## config.mk

```make
export PLATFORM = sky130hd
export DESIGN_NAME = sirc_host
export DESIGN_NICKNAME = d
export VERILOG_FILES = /design/src/rtl/sirc_host.v
export VERILOG_INCLUDE_DIRS = /design/src /design/src/common
export SDC_FILE = /design/constraint.sdc
export NUM_CORES = 1
export LEC_CHECK = 0
export BUFFER_PORTS_ARGS = -buffer_cell sky130_fd_sc_hd__buf_2
export CAP_MARGIN = 20
export CELL_PAD_IN_SITES_DETAIL_PLACEMENT = 1
export CELL_PAD_IN_SITES_GLOBAL_PLACEMENT = 1
export CORE_MARGIN = 4
export CORE_UTILIZATION = 30
export CTS_BUF_LIST = sky130_fd_sc_hd__clkbuf_4 sky130_fd_sc_hd__clkbuf_8
export DETAILED_ROUTE_END_ITERATION = 10
export PLACE_DENSITY_LB_ADDON = 0.3
export SYNTH_ARGS = -nofsm -noshare
export SYNTH_HDL_FRONTEND = slang
export SYNTH_SLANG_ARGS = --single-unit
```

## constraint.sdc

```tcl
create_clock -name clock -period 2.7 [get_ports clock]
set_input_delay 0.27 -clock clock [delete_from_list [all_inputs] [get_ports clock]]
set_output_delay 0.27 -clock clock [all_outputs]
set_load 0.005 [all_outputs]
```

## src/common/sirc_defines.vh

```
// constants for the serial readout host controller
`ifndef SIRC_DEFINES_VH
`define SIRC_DEFINES_VH
// command byte layout
`define SIRC_CMD_WRITE_BIT   4
`define SIRC_CMD_QUICK_READ  8'h90
`define SIRC_CMD_CTL_WRITE   8'h3A
`define SIRC_CMD_CTL_READ    8'h2A
`define SIRC_CMD_STATUS_READ 8'h05
// conversion control fields
`define SIRC_CTL_MODE_LSB    0
`define SIRC_CTL_MODE_MSB    1
`define SIRC_CTL_ACC_LSB     4
`define SIRC_CTL_ACC_MSB     5
`define SIRC_CTL_MODE_RESET  2'h0
// host register offsets
`define SIRC_REG_CTRL        4'h0
`define SIRC_REG_TXDATA      4'h1
`define SIRC_REG_STATUS      4'h2
`define SIRC_REG_RXI         4'h3
`define SIRC_REG_RXQ         4'h4
`define SIRC_REG_DIV         4'h5
// reset values
`define SIRC_DIV_RESET       8'h07
// timing: link clock least period and least deselect time
`define SIRC_SCK_PERIOD_NS   125
`define SIRC_CS_IDLE_NS      50
`define SIRC_CLK_NS          8
`define SIRC_CS_IDLE_CYC     ((`SIRC_CS_IDLE_NS + `SIRC_CLK_NS - 1) / `SIRC_CLK_NS)
`endif

```

## src/rtl/sirc_host.v

```verilog
// host controller that drives the sensor serial port as master
`timescale 1ns/1ps
`include "sirc_defines.vh"

module sirc_host #(
    parameter DIV_W = 8                    // width of the half-period divider
) (
    // clock and reset
    input  wire        clock,
    input  wire        rst_n,
    // software register port
    input  wire [3:0]  reg_addr,
    input  wire [31:0] reg_wdata,
    input  wire        reg_write,
    input  wire        reg_read,
    output reg  [31:0] reg_rdata,
    // serial link to the device
    output reg         spi_cs,
    output reg         spi_sck,
    output reg         spi_mosi,
    input  wire        spi_miso
);

    // =========================================================
    // state encodings
    // =========================================================
    localparam ST_IDLE  = 2'h0;            // deselected, waiting for a go
    localparam ST_LEAD  = 2'h1;            // chip select high before first edge
    localparam ST_SHIFT = 2'h2;            // clocking bits
    localparam ST_GAP   = 2'h3;            // forced deselect time

    // =========================================================
    // timing constants
    // =========================================================
    // deselect hold after a frame, in system clock cycles
    localparam [7:0]       CS_IDLE   = `SIRC_CS_IDLE_CYC;
    // serial clock half period after reset, in clock cycles minus one
    localparam [DIV_W-1:0] DIV_RESET = `SIRC_DIV_RESET;
    // frame lengths in serial clock periods
    localparam [5:0]       LEN_SHORT = 6'd24;
    localparam [5:0]       LEN_QUICK = 6'd40;

    // =========================================================
    // registers
    // =========================================================
    reg [1:0]       state;                 // transfer state
    reg [7:0]       cmd;                   // command byte to send
    reg [15:0]      wdata;                 // write data word
    reg [31:0]      rx_shift;              // received data after the echo
    reg [7:0]       echo;                  // first received byte
    reg [5:0]       bit_cnt;               // bits left in the frame
    reg [5:0]       bit_total;             // frame length in bits
    reg [39:0]      tx_shift;              // outgoing frame, msb first
    reg [DIV_W-1:0] div_cfg;               // half-period in clock cycles minus one
    reg [DIV_W-1:0] div_cnt;               // divider counter
    reg [7:0]       gap_cnt;               // deselect timer
    reg             busy;                  // transfer in progress
    reg             done;                  // sticky finished flag
    reg             echo_err;              // echo did not match command
    reg             miso_meta;             // first synchroniser stage
    reg             miso_sync;             // second synchroniser stage
    reg             ctl_write;             // last frame wrote control register

    wire            tick;                  // one-cycle half-period enable
    wire [5:0]      next_len;              // frame length of the requested command
    wire            go;                    // software start request
    wire            is_quick;              // requested command is the combined read
    wire            is_write;              // requested command carries write data
    wire            in_echo;               // next rising edge is inside the echo byte
    wire            frame_end;             // every rising edge of the frame is given

    // =========================================================
    // frame length from the command byte
    // =========================================================
    // combined read has bit four set yet sends only zero bytes
    assign is_quick  = (reg_wdata[7:0] == `SIRC_CMD_QUICK_READ);
    assign is_write  = reg_wdata[`SIRC_CMD_WRITE_BIT] && !is_quick;
    // quick read is five bytes, all others three
    assign next_len  = is_quick ? LEN_QUICK : LEN_SHORT;
    // a start while a frame runs is dropped
    assign go        = reg_write && (reg_addr == `SIRC_REG_CTRL) && !busy;
    // one-cycle enable per serial clock half period
    assign tick      = (div_cnt == {DIV_W{1'b0}});
    // rising edges still inside the echo byte
    assign in_echo   = ((bit_total - bit_cnt) < 6'd8);
    // all rising edges of the frame have been given
    assign frame_end = (bit_cnt == 6'd0);

    // =========================================================
    // frame walk
    // =========================================================
    // a start write raises select on the next clock; one clock later
    // the first command bit is on the data line with the serial clock
    // low; each tick then toggles the serial clock, rising edges take
    // the device bit and falling edges present the next bit; after the
    // last rising edge the next tick drops clock and select together,
    // and select stays low for the deselect hold before done is set

    // =========================================================
    // synchronise the device output
    // =========================================================
    always @(posedge clock or negedge rst_n)
    begin
        if (!rst_n)
        begin
            miso_meta <= 1'b0;
            miso_sync <= 1'b0;
        end
        else
        begin
            // the device output is not timed to our clock
            miso_meta <= spi_miso;
            miso_sync <= miso_meta;
        end
    end

    // =========================================================
    // half-period divider, runs only while shifting
    // =========================================================
    always @(posedge clock or negedge rst_n)
    begin
        if (!rst_n)
            div_cnt <= {DIV_W{1'b0}};
        // reload outside shifting and after each tick
        else if (state != ST_SHIFT || tick)
            div_cnt <= div_cfg;
        else
            div_cnt <= div_cnt - {{(DIV_W-1){1'b0}}, 1'b1};
    end

    // =========================================================
    // transfer engine
    // =========================================================
    always @(posedge clock or negedge rst_n)
    begin
        if (!rst_n)
        begin
            state     <= ST_IDLE;
            spi_cs    <= 1'b0;
            spi_sck   <= 1'b0;
            spi_mosi  <= 1'b0;
            tx_shift  <= 40'h00_0000_0000;
            rx_shift  <= 32'h0000_0000;
            echo      <= 8'h00;
            bit_cnt   <= 6'h00;
            bit_total <= 6'h00;
            gap_cnt   <= 8'h00;
            busy      <= 1'b0;
            done      <= 1'b0;
            echo_err  <= 1'b0;
            cmd       <= 8'h00;
            ctl_write <= 1'b0;
        end
        else
        begin
            // reading status clears done, a finishing frame wins
            if (reg_read && reg_addr == `SIRC_REG_STATUS)
                done <= 1'b0;
            case (state)
                ST_IDLE:
                begin
                    // park the link deselected with the clock low
                    spi_cs  <= 1'b0;
                    spi_sck <= 1'b0;
                    if (go)
                    begin
                        // a control change must follow a mode-zero write;
                        // software sequencing keeps that order
                        // a new single conversion needs that reset or a combined
                        // read first; software keeps this too
                        cmd       <= reg_wdata[7:0];
                        bit_total <= next_len;
                        bit_cnt   <= next_len;
                        // write data follows command, reads send zeros
                        if (is_write)
                            tx_shift <= {reg_wdata[7:0], wdata, 16'h0000};
                        else
                            tx_shift <= {reg_wdata[7:0], 32'h0000_0000};
                        ctl_write <= (reg_wdata[7:0] == `SIRC_CMD_CTL_WRITE);
                        busy      <= 1'b1;
                        echo_err  <= 1'b0;
                        rx_shift  <= 32'h0000_0000;
                        spi_cs    <= 1'b1;
                        state     <= ST_LEAD;
                    end
                end
                ST_LEAD:
                begin
                    // first bit presented with clock low
                    spi_mosi <= tx_shift[39];
                    tx_shift <= {tx_shift[38:0], 1'b0};
                    state    <= ST_SHIFT;
                end
                ST_SHIFT:
                begin
                    // one serial clock edge per tick
                    if (tick)
                    begin
                        if (!spi_sck)
                        begin
                            // rising edge: sample device bit
                            spi_sck <= 1'b1;
                            // echo byte first, then the data words
                            if (in_echo)
                                echo <= {echo[6:0], miso_sync};
                            else
                                rx_shift <= {rx_shift[30:0], miso_sync};
                            bit_cnt <= bit_cnt - 6'd1;
                        end
                        else if (frame_end)
                        begin
                            // frame complete, drop select
                            spi_sck  <= 1'b0;
                            spi_cs   <= 1'b0;
                            spi_mosi <= 1'b0;
                            gap_cnt  <= CS_IDLE;
                            echo_err <= (echo != cmd);
                            state    <= ST_GAP;
                        end
                        else
                        begin
                            // falling edge: next bit out
                            spi_sck  <= 1'b0;
                            spi_mosi <= tx_shift[39];
                            tx_shift <= {tx_shift[38:0], 1'b0};
                        end
                    end
                end
                ST_GAP:
                begin
                    // hold deselect so the next frame starts clean
                    if (gap_cnt == 8'h00)
                    begin
                        busy  <= 1'b0;
                        done  <= 1'b1;
                        state <= ST_IDLE;
                    end
                    else
                        gap_cnt <= gap_cnt - 8'h01;
                end
                default:
                    // unused code falls back to idle
                    state <= ST_IDLE;
            endcase
        end
    end

    // =========================================================
    // software writable registers
    // =========================================================
    always @(posedge clock or negedge rst_n)
    begin
        if (!rst_n)
        begin
            wdata   <= 16'h0000;
            div_cfg <= DIV_RESET;
        end
        else if (reg_write)
        begin
            // write data, taken when the next frame starts
            if (reg_addr == `SIRC_REG_TXDATA)
                wdata <= reg_wdata[15:0];
            // a divider change is dropped while a frame runs
            if (reg_addr == `SIRC_REG_DIV && !busy)
                div_cfg <= reg_wdata[DIV_W-1:0];
        end
    end

    // =========================================================
    // read data, one cycle after the strobe
    // =========================================================
    always @(posedge clock or negedge rst_n)
    begin
        if (!rst_n)
            reg_rdata <= 32'h0000_0000;
        else if (reg_read)
        begin
            case (reg_addr)
                `SIRC_REG_CTRL:   reg_rdata <= {24'h00_0000, cmd};
                `SIRC_REG_TXDATA: reg_rdata <= {16'h0000, wdata};
                `SIRC_REG_STATUS:
                begin
                    // echo byte, control-write flag, echo error, sticky done
                    reg_rdata <= {20'h0_0000, echo, 1'b0, ctl_write, echo_err, done};
                end
                // i word, then q word or plain read word
                `SIRC_REG_RXI:    reg_rdata <= {16'h0000, rx_shift[31:16]};
                `SIRC_REG_RXQ:    reg_rdata <= {16'h0000, rx_shift[15:0]};
                `SIRC_REG_DIV:    reg_rdata <= {{(32-DIV_W){1'b0}}, div_cfg};
                default:          reg_rdata <= 32'h0000_0000;
            endcase
        end
        else
            // read data stand for one cycle only
            reg_rdata <= 32'h0000_0000;
    end

    // =========================================================
    // software sequencing notes
    // =========================================================
    // the controller does not police the device's conversion rules;
    // software keeps them frame by frame:
    //   1. write the transmit word with the mode bits zero and start a
    //      control write, which resets the converter and accumulators
    //   2. after done, write the transmit word with the new fields and
    //      a mode, and start a second control write
    //   3. poll the device completion command until its bit shows
    //   4. start a combined read; it hands over both words of one
    //      sample and rearms the device for the next single conversion
    // a start while busy is dropped without notice, so wait for done
    // divider writes are dropped while busy for the same reason
    // keep the half period at four clocks or more: the device bit then
    // has passed both input flops before the rising edge samples it
    // busy is not shown in status; done and select tell the same story

endmodule
```

## Word-level counts from Yosys, hierarchy flattened

Index checks and enable logic that the tools add are counted.

| cells by class | value |
|---|---|
| reduce and logical (&&, ||, !) cells | 32 |
| eq/ne operators | 21 |
| add/subtract/negate cells | 4 |
| magnitude comparators | 1 |
| bitwise gates (word level) | 1 |
| multiplexer cells | 53 |

Operator list:

| cell | count |
|---|---|
| two-way mux 32 bit | 6 |
| two-way mux 40 bit | 4 |
| case mux 40 bit (3 select lines) | 1 |
| case mux 16 bit (6 select lines) | 1 |
| case mux 32 bit (2 select lines) | 1 |
| two-way mux 8 bit | 5 |
| AND reduction 5 bit | 5 |
| two-way mux 6 bit | 4 |
| != test 2 bit (second input constant) | 10 |
| two-way mux 1 bit | 18 |
| logical NOT 8 bit | 2 |
| case mux 8 bit (2 select lines) | 1 |
| subtractor 8 x 1 -> 8 bit (second input constant) | 2 |
| case mux 6 bit (2 select lines) | 1 |
| AND reduction 4 bit | 3 |
| two-way mux 2 bit | 5 |
| case mux 1 bit (2 select lines) | 5 |
| equality test 4 x 2 -> 1 bit (second input constant) | 2 |
| equality test 4 x 3 -> 1 bit (second input constant) | 2 |
| equality test 8 x 6 -> 1 bit (second input constant) | 1 |
| equality test 8 bit (second input constant) | 1 |
| != test 8 bit | 1 |
| case mux 2 bit (4 select lines) | 1 |
| AND reduction 2 bit | 4 |
| 16 further kinds | 26 |

| word-level totals | value |
|---|---|
| input bits | 41 |
| logic and storage cells | 133 |
| output and inout bits | 35 |
| flip-flop bits (word level) | 183 |

## Longest topological paths before layout

Gate-level depths: netlist of run 1.

| depth | value |
|---|---|
| word-level depth | 6 |
| depth in mapped cells | 10 |

## Least setup slack after synthesis of run 1

Ideal clock, no wire load.

| path | value |
|---|---|
| path kind | reg2reg |
| from | register div_cnt[0] |
| to | register rx_shift[10] |
| arrival time | 2.221 ns |
| library setup time | 0.138 ns |
| period minus slack after synthesis | 2.360 ns |
| stages on the path, launching flop included | 10 |
| setup slack | 0.340 ns |
| cells stage by stage | dfrtp_1 -> inv_1 -> ha_1 -> or4b_2 -> nor3_1 -> o211ai_1 -> buf_2 -> clkbuf_1 -> nand2_1 -> o211ai_1 |

| between the ends | value |
|---|---|
| cells in the longest elaborated chain, start to end | 3 |

RTL lines:

| item | line | text |
|---|---|---|
| start, declared | sirc_host.v:55 | `reg [DIV_W-1:0] div_cnt;` |
| start signal, assigned | sirc_host.v:123 | `div_cnt <= {DIV_W{1'b0}};` |
| start signal, assigned | sirc_host.v:126 | `div_cnt <= div_cfg;` |
| start signal, assigned | sirc_host.v:128 | `div_cnt <= div_cnt - {{(DIV_W-1){1'b0}}, 1'b1};` |
| logical NOT 8 bit | sirc_host.v:83 | `assign tick = (div_cnt == {DIV_W{1'b0}});` |
| != test 2 bit (no source line) | - |  |
| AND reduction 5 bit (no source line) | - |  |
| end signal, assigned | sirc_host.v:207 | `rx_shift <= {rx_shift[30:0], miso_sync};` |
| end, declared | sirc_host.v:49 | `reg [31:0] rx_shift;` |

No other way between the ends.
A chain may end at the register's enable or synchronous reset.

## Final worst setup path of run 1

| path | value |
|---|---|
| from | register div_cnt[1] |
| to | register echo[7] |

| between the ends | value |
|---|---|
| cells in the longest elaborated chain, start to end | 2 |

RTL lines:

| item | line | text |
|---|---|---|
| logical NOT 8 bit | sirc_host.v:83 |  |
| AND reduction 4 bit (no source line) | - |  |
| end signal, assigned | sirc_host.v:205 | `echo <= {echo[6:0], miso_sync};` |
| end, declared | sirc_host.v:50 | `reg [7:0] echo;` |

No other way between the ends.

==> summary.md, run 1 <==
| Metric | Value |
|---|---|
| #FFs+latches synth | 148 |
| Number of max-cap violations | 0 |
| Final hold vios | 0 |
| Worst-skew pair later-pin latency | 0.47 ns |
| Async S/R FF share, synth | 100.0% |
| Clock sink total | 148 |
| Global-route wire length before repair | 33.77 mm |
| Fin nets | 814 |
| Post-synth EDFFs | 0 |
| GRT Overall Usage | 15.09% |
| Diode count | 0 |
| P_leak | 3.913 nW |
| Slew Limit Headroom | 51.53% |
| Global route overflow | 0 |
| Most used DFF post-synth | dfrtp_1 |
| Top area cells in the synthesized netlist | dfrtp_1 48%, mux2_2 11%, o211ai_1 6.6% |
| # IOs | 76 |
| Clock Path Buffers | 2 |
| Crit Path Max Fanout | 8 |
| Initial core utilization | 30.73% |
| Clock Root Buffer | clkbuf_8 |
| Most common cell after layout, fill and taps aside | dfrtp_1 |
| Largest area contributor in the netlist | dfrtp_1 |
| Vias | 5,759 |
| CTS Buf Count | 17 |
| Post-CTS Hold Fix Bufs | 2 |
| Final setup vio count | 0 |
| Minimum clock period | 2.506 ns |
| CP peak stage delay | 0.63 ns |
| Initial antenna violation count | 0 |
| Pwr/cell area | 511.3 nW/um2 |
| Die X | 166.5 um |
| Status | complete, no violations |
| Nature of the critical path startpoint | register |
| Yosys warns | 0 |
| Actual slew at the worst max-slew pin | 0.7252 ns |
| CP Data Required Time | 3.06 ns |
| CTS tree | yes |
| Vias in the first global route | 5,937 |
| Final period utilization | 92.80% |
| Routed WL | 21.16 mm |
| # port buffers | 43 |
| Core area | 24,530 um2 |
| Syn Inst Count | 714 |
| Crit end category | register |
| Routed vias/inst | 5.235 |
| Most frequent cells in the layout | 145 x dfrtp_1, 105 x nand2_1, 75 x mux2_2, 66 x o211ai_1, 42 x buf_2 |
| Crit path DAT | 2.86 ns |
| DR WL/cell | 19.24 um |
| Reg-to-reg slack, setup | 0.19 ns |
| Share of cells above drive strength 1 | 25.90% |
| Sequential share of the synthesized area | 49.17% |
| RSZ-0062 raised after global routing | false |
| Die ar. | 27,730 um2 |
| Postcts setup bufs | 0 |
| Worst vdd ir | 0.2692 mV |
| Die H | 166.5 um |
| Peak Freq | 399.1 MHz |
| Slew Limit Fails | 0 |
| Worst-path clk slew | 0.09 ns |
| Area share of the largest cell type after synthesis | 48.12% |
| Non-filler cells, final | 1,100 |
| Worst path cell trace | inv_1, ha_1, or4b_2, nor3_1, buf_4, o211ai_1, nor2_2, buf_12, mux2_2 |
| CTS H-tree lvls | 4 |
| Iteration-0 DRC Markers | 343 |
| Synthesized area | 7540 um2 |
| DP HPWL | 14.51 mm |
| DRC Markers | 0 |
| Crit Path Category | register to register |
| Pin count of the biggest net entering global routing | 59 |
| Worst Hold Class | input port to register |
| Clock Skews | 0.01481 ns |
| Mean Syn Cell Area | 10.56 um2 |
| P&R area growth vs syn | 14.62% |
| Synth unique cells | 63 |
| CTS resizes | 0 |
| Routability cong. | 0.7866 |
| Crit-path slowest cell | or4b_2 |
| Placed cell count | 1,064 |
| Number of cell rows | 57 |
| Final ANT Viol Nets | 0 |
| DRT Pass-1 Iters | 5 |
| Setup TNS | 0 ns |
## through the flow
step	setup WS, ns	hold slack (ns)	util [%]	power (mW)	instance area, um2
floorplan	0.3403	-0.02559	-	2.535	7596
global placement	0.1418	0.3004	33.45	2.689	8207
detailed placement	0.1384	0.3042	33.45	2.692	8207
CTS	0.1580	0.0008281	35.14	4.492	8622
global route	0.05590	0.002793	35.23	4.622	8642
finish	0.1945	0.03014	35.23	4.419	8642
## cells in the mapped netlist (3+ instances only)
| library cell | n |
|---|---|
| dfrtp_1 | 145 |
| nand2_1 | 105 |
| mux2_2 | 75 |
| o211ai_1 | 66 |
| clkbuf_1 | 41 |
| a21oi_1 | 24 |
| o21ai_0 | 23 |
| a22o_1 | 20 |
| nor2_1 | 20 |
| buf_4 | 16 |
| inv_1 | 16 |
| xnor2_1 | 14 |
| a222oi_1 | 13 |
| ha_1 | 10 |
| mux2i_1 | 10 |
| nor3_1 | 10 |
| a22oi_1 | 8 |
| nand3_1 | 8 |
| nand2b_1 | 7 |
| o31ai_1 | 7 |
| or4_1 | 5 |
| buf_2 | 4 |
| nor4b_1 | 4 |
| dfstp_2 | 3 |
| nand3b_1 | 3 |
| nand4_1 | 3 |
| nor3b_1 | 3 |
## sequential cells by signal (all words and copies together), names as in the netlist, 2 cells and up
| signal | cells |
|---|---|
| bit_cnt | 6 |
| bit_total | 3 |
| cmd | 8 |
| div_cfg | 8 |
| div_cnt | 8 |
| echo | 8 |
| gap_cnt | 8 |
| reg_rdata | 16 |
| rx_shift | 32 |
| state | 2 |
| tx_shift | 24 |
| wdata | 16 |
## kinds of logic after synthesis
kind of cell             after synthesis  synth area share (%)
other                                  1               0.04974
flip-flops                           148                 49.17
XOR/XNOR                              15                 1.743
adder cells (fa/ha/maj)               10                 1.659
AO/OA/AOI/OAI                        182                 17.46
buffers and inverters                 81                 5.095
AND/OR/NAND/NOR                      192                 12.30
multiplexers                          85                 12.53
## layout make-up
cell class / instances / area [um2]
well taps: 324 / 405.4
flip-flops and latches: 148 / 3707
clock buffers: 19 / 261.5
inverters: 17 / 63.81
clock inverters: 13 / 133.9
repair buffers: 79 / 539.3
multi-input cells: 500 / 3531
fillers: 2819 / 15890
## final timing paths
| path | cells after the start | start | end |
|---|---|---|---|
| max | 9 | div_cnt[1] | echo[7] |
| min | 2 | reg_wdata[10] | wdata[10] |
| max reg2reg | 9 | div_cnt[1] | echo[7] |
| min reg2reg | 0 | miso_meta | miso_sync |
| max in group asynchronous | 3 | rst_n | div_cfg[0] |
| min in group asynchronous | 2 | rst_n | gap_cnt[7] |
## worst max-delay path: cells and delay by family (launching register included)
kind,cells,cell delay [ns]
fa+ha+maj,1,0.15
compound gates,1,0.10
buf+inv,3,0.40
simple gates,3,1.01
flops,1,0.40
mux,1,0.33
## power breakdown
group,total [mW],internal (mW),switching [mW]
clock,1.78,0.811,0.965
sequential,2.35,2.28,0.0680
combinational,0.294,0.137,0.157
## layer usage
metal / vias to the layer above / track usage [%] / share of wire [%]
li1: 2690 / - / -
met1: 2954 / 20.59 / 47
met2: 94 / 24.79 / 49
met3: 21 / 3.081 / 3.4
met4: 0 / 3.664 / 1.3
met5: - / 0 / 0
Power figures use the tool's default switching activity.
==> run 2: changes to the inputs <==
Settings changed: CORE_UTILIZATION 30 to 45, MAX_ROUTING_LAYER set to met4.
==> run 2 against run 1 <==
Non-clock buffer count fell by 7. Critical path type unchanged. Utilization rose by 16 points. Clock skew rose by 0.00089 ns. Clock power barely moved. Wire length fell by 1.3%. First-iteration DRC count rose by 41%. Hold slack improved by 0.012 ns. Critical path depth did not move. Highest routed layer unchanged. Combinational power fell by 1%.
==> summary.md, run 2 (same netlist as run 1, synthesis figures left out) <==
| Metric | Value |
|---|---|
| Number of cell rows | 47 (-18%) |
| Die ar. | 18,890 um2 (-32%) |
| Hold Path Sink | wdata[8] |
| Die H | 137.4 um (-17%) |
| Final setup vio count | 0 (unchanged) |
| P_leak | 3.877 nW (-0.90%) |
| Peak Freq | 403.3 MHz (+1.0%) |
| Worst r2r path cells | 9 (unchanged) |
| Minimum clock period | 2.480 ns (-0.02577 ns) |
| RSZ-0062 raised after global routing | false |
| Final hold vios | 0 (unchanged) |
| Global route overflow | 0 (unchanged) |
| Power Total | 4.418 mW (about the same) |
| Min-delay src | reg_wdata[8] |
| Pwr/cell area | 520.9 nW/um2 (+1.9%) |
| CP Data Required Time | 3.04 ns (-0.02 ns) |
| DP HPWL | 14.23 mm (-1.9%) |
| Routed WL | 20.89 mm (-1.3%) |
| Vias in the first global route | 6,063 (+2.1%) |
| Share of cells above drive strength 1 | 25.88% (about the same) |
| Largest Register | rx_shift |
| Worst hold stages | 2 (unchanged) |
| Switching share of power | 25.67% (-1.3 points) |
| Number of max-cap violations | 0 (unchanged) |
| Crit path DAT | 2.82 ns (-0.04 ns) |
| Final period utilization | 91.84% (-0.95 points) |
| DRT Pass-1 Iters | 5 (unchanged) |
| Core area | 16,520 um2 (-33%) |
| CTS H-tree lvls | 4 (unchanged) |
| Crit end category | register |
| DRC Markers | 0 (unchanged) |
| CP peak stage delay | 0.42 ns (-0.21 ns) |
| Pin count of the biggest net entering global routing | 66 (+12%) |
| Routed vias/inst | 5.972 (+14%) |
| Family with the most delay on the worst path | buffers and inverters |
| Final ANT Viol Nets | 0 (unchanged) |
| Largest regs | rx_shift x32, tx_shift x24 |
| CTS Buf Count | 17 (unchanged) |
| Actual slew at the worst max-slew pin | 0.7612 ns (+0.03597 ns) |
| Slew Limit Headroom | 49.10% (-2.4 points) |
| Clock sink total | 148 (unchanged) |
| Worst path cell trace | inv_1, ha_1, nand2b_1, nor4_1, buf_4, o31ai_1, nand3b_1, buf_4, mux2_2 |
| Worst vdd ir | 0.3487 mV (+30%) |
| Crit Path Max Fanout | 24 (+16) |
| Slew Limit Fails | 0 (unchanged) |
| RR Endpoint | tx_shift[22] |
| Routability cong. | 0.8604 (+9.4%) |
| Initial core utilization | 45.63% (+15 points) |
| Status | complete, no violations |
| Setup slack after layout | 0.2202 ns (+0.02577 ns) |
| Clock share of power | 40.4% (+0.2 points) |
| Postcts setup bufs | 0 (unchanged) |
| P&R area growth vs syn | 12.51% |
| Worst-skew pair later-pin latency | 0.45 ns (-0.02 ns) |
| Sequential power share | 53.1% (about the same) |
| DR WL/cell | 21.12 um (+9.8%) |
| Clock Skews | 0.01570 ns (+0.0008919 ns) |
| # port buffers | 43 (unchanged) |
| CTS tree | yes |
| Die X | 137.4 um (-17%) |
| Pint | 3.284 mW (+1.7%) |
| Worst slack at placement | 0.06422 ns (-0.07415 ns) |
| Initial antenna violation count | 0 (unchanged) |
| Clock Path Buffers | 2 (unchanged) |
| Setup TNS | 0 ns (unchanged) |
| GRT Overall Usage | 23.20% (+8.1 points) |
| Worst Hold Class | input port to register |
| Most used cell, CP | buf_4 |
| Fin nets | 807 (-0.86%) |
| Crit Path Category | register to register |
| Reg-to-reg slack, setup | 0.22 ns (+0.03 ns) |
| Post-route cell area | 8483 um2 (-1.8%) |
| Vias | 5,906 (+2.6%) |
| Worst-path clk slew | 0.09 ns (about the same) |
| Power share of the combinational group | 6.6% (about the same) |
| Crit-path slowest cell | dfrtp_1 |
| Most frequent cells in the layout | 145 x dfrtp_1, 104 x nand2_1, 75 x mux2_2, 66 x o211ai_1, 42 x buf_2 |
| Nature of the critical path startpoint | register |
| Largest register FFs | 32 (unchanged) |
| Diode count | 0 (unchanged) |
| Iteration-0 DRC Markers | 485 (+41%) |
| Clock Root Buffer | clkbuf_8 |
| Worst flop-to-flop path startpoint | bit_cnt[0] |
| Area after DPL | 8039 um2 (-2.0%) |
| Most common cell after layout, fill and taps aside | dfrtp_1 |
| NetSw | 1.134 mW (-4.7%) |
| Global-route wire length before repair | 33.34 mm (-1.3%) |
| # IOs | 76 (unchanged) |
| Bufs and invs on worst path | 3 (unchanged) |
## run 2: cell count changes in the layout (fill, tap and decap cells not counted), moves of 2 or more
cell           delta
inv_6             -7
dlygate4sd3_1     -2
buf_4             -5
clkinv_4          +3
clkinvlp_4        +3
## run 2: worst max path at each step
stage,start,endpoint,slack (ns),cells past startpoint
finish,bit_cnt[0],tx_shift[22],0.22,9
global route,div_cnt[0],tx_shift[19],0.04,9
CTS,div_cnt[0],gap_cnt[4],0.03,8
detailed placement,div_cnt[0],gap_cnt[4],0.06,8
global placement,reg_wdata[0],tx_shift[29],0.16,6
floorplan,div_cnt[0],rx_shift[10],0.34,9
## run 2: per-layer routing
| metal | up-vias | share of wire (%) | track usage [%] |
|---|---|---|---|
| met5 | - | 0 | - |
| met1 | 3037 | 44 | 30.71 |
| li1 | 2685 | - | - |
| met4 | 0 | 1.2 | 5.322 |
| met3 | 20 | 4.3 | 3.835 |
| met2 | 164 | 50 | 37.66 |
## run 2: cell type report
cell class | instances | area (um2)
Fill cell | 1834 | 8041
Sequential cell | 148 | 3707
Multi-Input combinational cell | 500 | 3548
Timing Repair Buffer | 72 | 481.7
Tap cell | 220 | 275.3
Clock buffer | 19 | 255.2
Clock inverter | 13 | 151.4
Inverter | 17 | 63.81
## run 2: power groups by stage
stage	Combinational (mW)	Clock, mW	Sequential (mW)
after detailed placement	0.288	0	2.39
final	0.290	1.78	2.35
after global routing	0.320	1.90	2.35
after floorplan	0.175	0	2.36
after global placement	0.274	0	2.39
after CTS	0.293	1.81	2.35
## run 2: timing repair
action                                 in CTS  in global routing
hold buffers                                2                  0
endpoints found under the hold margin      63                  0
resized for setup                           0                  4
setup endpoints to repair                   0                 37
## run 2: stage by stage
stage	hold slack (ns)	utilization [%]	instances
after floorplan	-0.02559	-	729
after global placement	0.2977	48.65	955
after detailed placement	0.3132	48.65	955
after CTS	0.02436	51.23	989
after global routing	0.01908	51.34	989
final	0.04262	51.34	989
## run 2: worst register-to-register path, stage by stage, from the launching register on
cell and delay (ns):
dfrtp_1 0.42, inv_1 0.11, ha_1 0.27, nand2b_1 0.12, nor4_1 0.31, buf_4 0.21, o31ai_1 0.09, nand3b_1 0.11
buf_4 0.33, mux2_2 0.41
==> run 3: changes to the inputs <==
Settings changed: PLACE_DENSITY_LB_ADDON 0.3 to 0.1.
==> run 3 against run 2 <==
Combinational power barely moved. Maximum frequency shrank 2.5%. Sequential power hardly changed. Final cell count unchanged. Die area did not move. Non-clock buffer count up 1. Sequential cell count unchanged. Clock-buffer cell count is the same. Via count fell by 1.3%. Power fell by 0.27%. Clock power about the same. Sequential share of layout area about the same. Critical path type unchanged. Critical endpoint is now echo[6]. Largest power group unchanged.
==> summary.md, run 3 (same netlist as run 1, synthesis figures left out) <==
| Metric | Value |
|---|---|
| Final setup vio count | 0 (unchanged) |
| Share of cells above drive strength 1 | 25.49% (-0.39 points) |
| CTS Buf Count | 17 (unchanged) |
| Minimum clock period | 2.544 ns (+0.06449 ns) |
| Postcts setup bufs | 0 (unchanged) |
| Pwr/cell area | 519.2 nW/um2 (-0.31%) |
| Die H | 137.4 um (unchanged) |
| # port buffers | 43 (unchanged) |
| Pin count of the biggest net entering global routing | 72 (+9.1%) |
| RSZ-0062 raised after global routing | false |
| Routed vias/inst | 5.892 (-1.3%) |
| Crit Path Category | register to register |
| Actual slew at the worst max-slew pin | 0.7421 ns (-0.01912 ns) |
| DP HPWL | 14.08 mm (-1.0%) |
| Vias | 5,827 (-1.3%) |
| DRT Pass-1 Iters | 7 (+2) |
| Iteration-0 DRC Markers | 327 (-33%) |
| Setup slack after layout | 0.1557 ns (-0.06449 ns) |
| Clock sink total | 148 (unchanged) |
| Die ar. | 18,890 um2 (unchanged) |
| DRC Markers | 0 (unchanged) |
| Crit end category | register |
| Largest regs | rx_shift x32, tx_shift x24 |
| P_leak | 3.878 nW (about the same) |
| Peak Freq | 393.0 MHz (-2.5%) |
| Worst slack at placement | 0.1014 ns (+0.03717 ns) |
| Global route overflow | 0 (unchanged) |
| Most frequent cells in the layout | 145 x dfrtp_1, 105 x nand2_1, 75 x mux2_2, 66 x o211ai_1, 42 x buf_2 |
| CTS tree | yes |
| Area after DPL | 8051 um2 (+0.16%) |
| Min-delay src | reg_wdata[12] |
| Final hold vios | 0 (unchanged) |
| Core area | 16,520 um2 (unchanged) |
| Placed cell count | 955 (unchanged) |
| Largest register FFs | 32 (unchanged) |
| Nature of the critical path startpoint | register |
| Vias in the first global route | 6,040 (-0.38%) |
| Worst-skew pair later-pin latency | 0.46 ns (about the same) |
| CP Data Required Time | 3.04 ns (about the same) |
| Post-route cell area | 8487 um2 (about the same) |
| Power Total | 4.407 mW (-0.27%) |
| Number of cell rows | 47 (unchanged) |
| CTS H-tree lvls | 4 (unchanged) |
| Slew Limit Headroom | 50.38% (+1.3 points) |
| Crit path DAT | 2.89 ns (+0.07 ns) |
| Slew Limit Fails | 0 (unchanged) |
| Worst flop-to-flop path startpoint | div_cnt[0] |
| Number of max-cap violations | 0 (unchanged) |
| Global-route wire length before repair | 33.04 mm (-0.89%) |
| Die X | 137.4 um (unchanged) |
| Worst Hold Class | input port to register |
| Initial core utilization | 45.63% (unchanged) |
| Fin nets | 808 (+0.12%) |
| Routability cong. | 0.8601 (about the same) |
| Diode count | 0 (unchanged) |
| Final period utilization | 94.23% (+2.4 points) |
| Crit Path Max Fanout | 8 (-67%) |
| Worst vdd ir | 0.2920 mV (-16%) |
| Multi-input gate area | 3536 um2 (-0.35%) |
| Status | complete, no violations |
| Routed WL | 20.53 mm (-1.7%) |
| # IOs | 76 (unchanged) |
| DR WL/cell | 20.76 um (-1.7%) |
| Seq. cell area | 3707 um2 (unchanged) |
| # fillers | 1,810 (-1.3%) |
| Clock Path Buffers | 2 (unchanged) |
| Most common cell after layout, fill and taps aside | dfrtp_1 |
| Worst-path clk slew | 0.08 ns (about the same) |
| Final core occ | 51.36% (about the same) |
| Clock Skews | 0.01764 ns (+0.001941 ns) |
| Final ANT Viol Nets | 0 (unchanged) |
| Initial antenna violation count | 0 (unchanged) |
| Largest Register | rx_shift |
| Non-filler cells, final | 989 (unchanged) |
| Setup TNS | 0 ns (unchanged) |
| P&R area growth vs syn | 12.56% (about the same) |
| GRT Overall Usage | 23.33% (+0.13 points) |
| Clock Root Buffer | clkbuf_8 |
| Hold WS | 0.03650 ns (-0.006121 ns) |
| Worst setup path startpoint | div_cnt[0] |
==> run 3: layout make-up <==
cell class,count,area share [%]
Tap cell,220,3.243
Timing Repair Buffer,73,5.941
Inverter,17,0.7519
Sequential cell,148,43.68
Clock buffer,19,3.008
Multi-Input combinational cell,500,41.66
Clock inverter,12,1.710
==> run 3: worst paths after layout <==
path | endpoint | slack [ns] | depth (start not counted)
min reg2reg | miso_sync | 0.37 | 0
max in group asynchronous | div_cfg[0] | 1.58 | 3
max | echo[6] | 0.16 | 9
min | wdata[12] | 0.04 | 2
min in group asynchronous | bit_cnt[2] | 0.42 | 2
max reg2reg | echo[6] | 0.16 | 9
==> run 3: layer usage <==
metal  up-vias  routed length, um  share of wire, %  GRT usage (%)
met2       112              10290                50          37.15
met4         0                262               1.3          6.319
met3        25                734               3.6          4.383
li1       2678                  -                 -              -
met1      3012               9247                45          30.80
met5         -                  0                 0              -
==> run 3: worst max-delay path, stage by stage, from the launching register on <==
cell and delay (ns):
dfrtp_1 0.42, inv_1 0.09, ha_1 0.17, or4b_2 0.67, nor3_2 0.19, buf_4 0.15
o211ai_1 0.10, nor2_2 0.16, buf_12 0.14, mux2_2 0.33
==> run 3: repair_timing <==
item,in CTS,in global routing
hold buffers,2,1
endpoints found under the setup margin,0,3
hold endpoints to repair,70,1
resized for setup,0,1
==> run 3: report_power, final <==
group / total, mW / switching (mW) / internal [mW]
clock: 1.77 / 0.900 / 0.869
combinational: 0.291 / 0.157 / 0.134
sequential: 2.35 / 0.0654 / 2.28
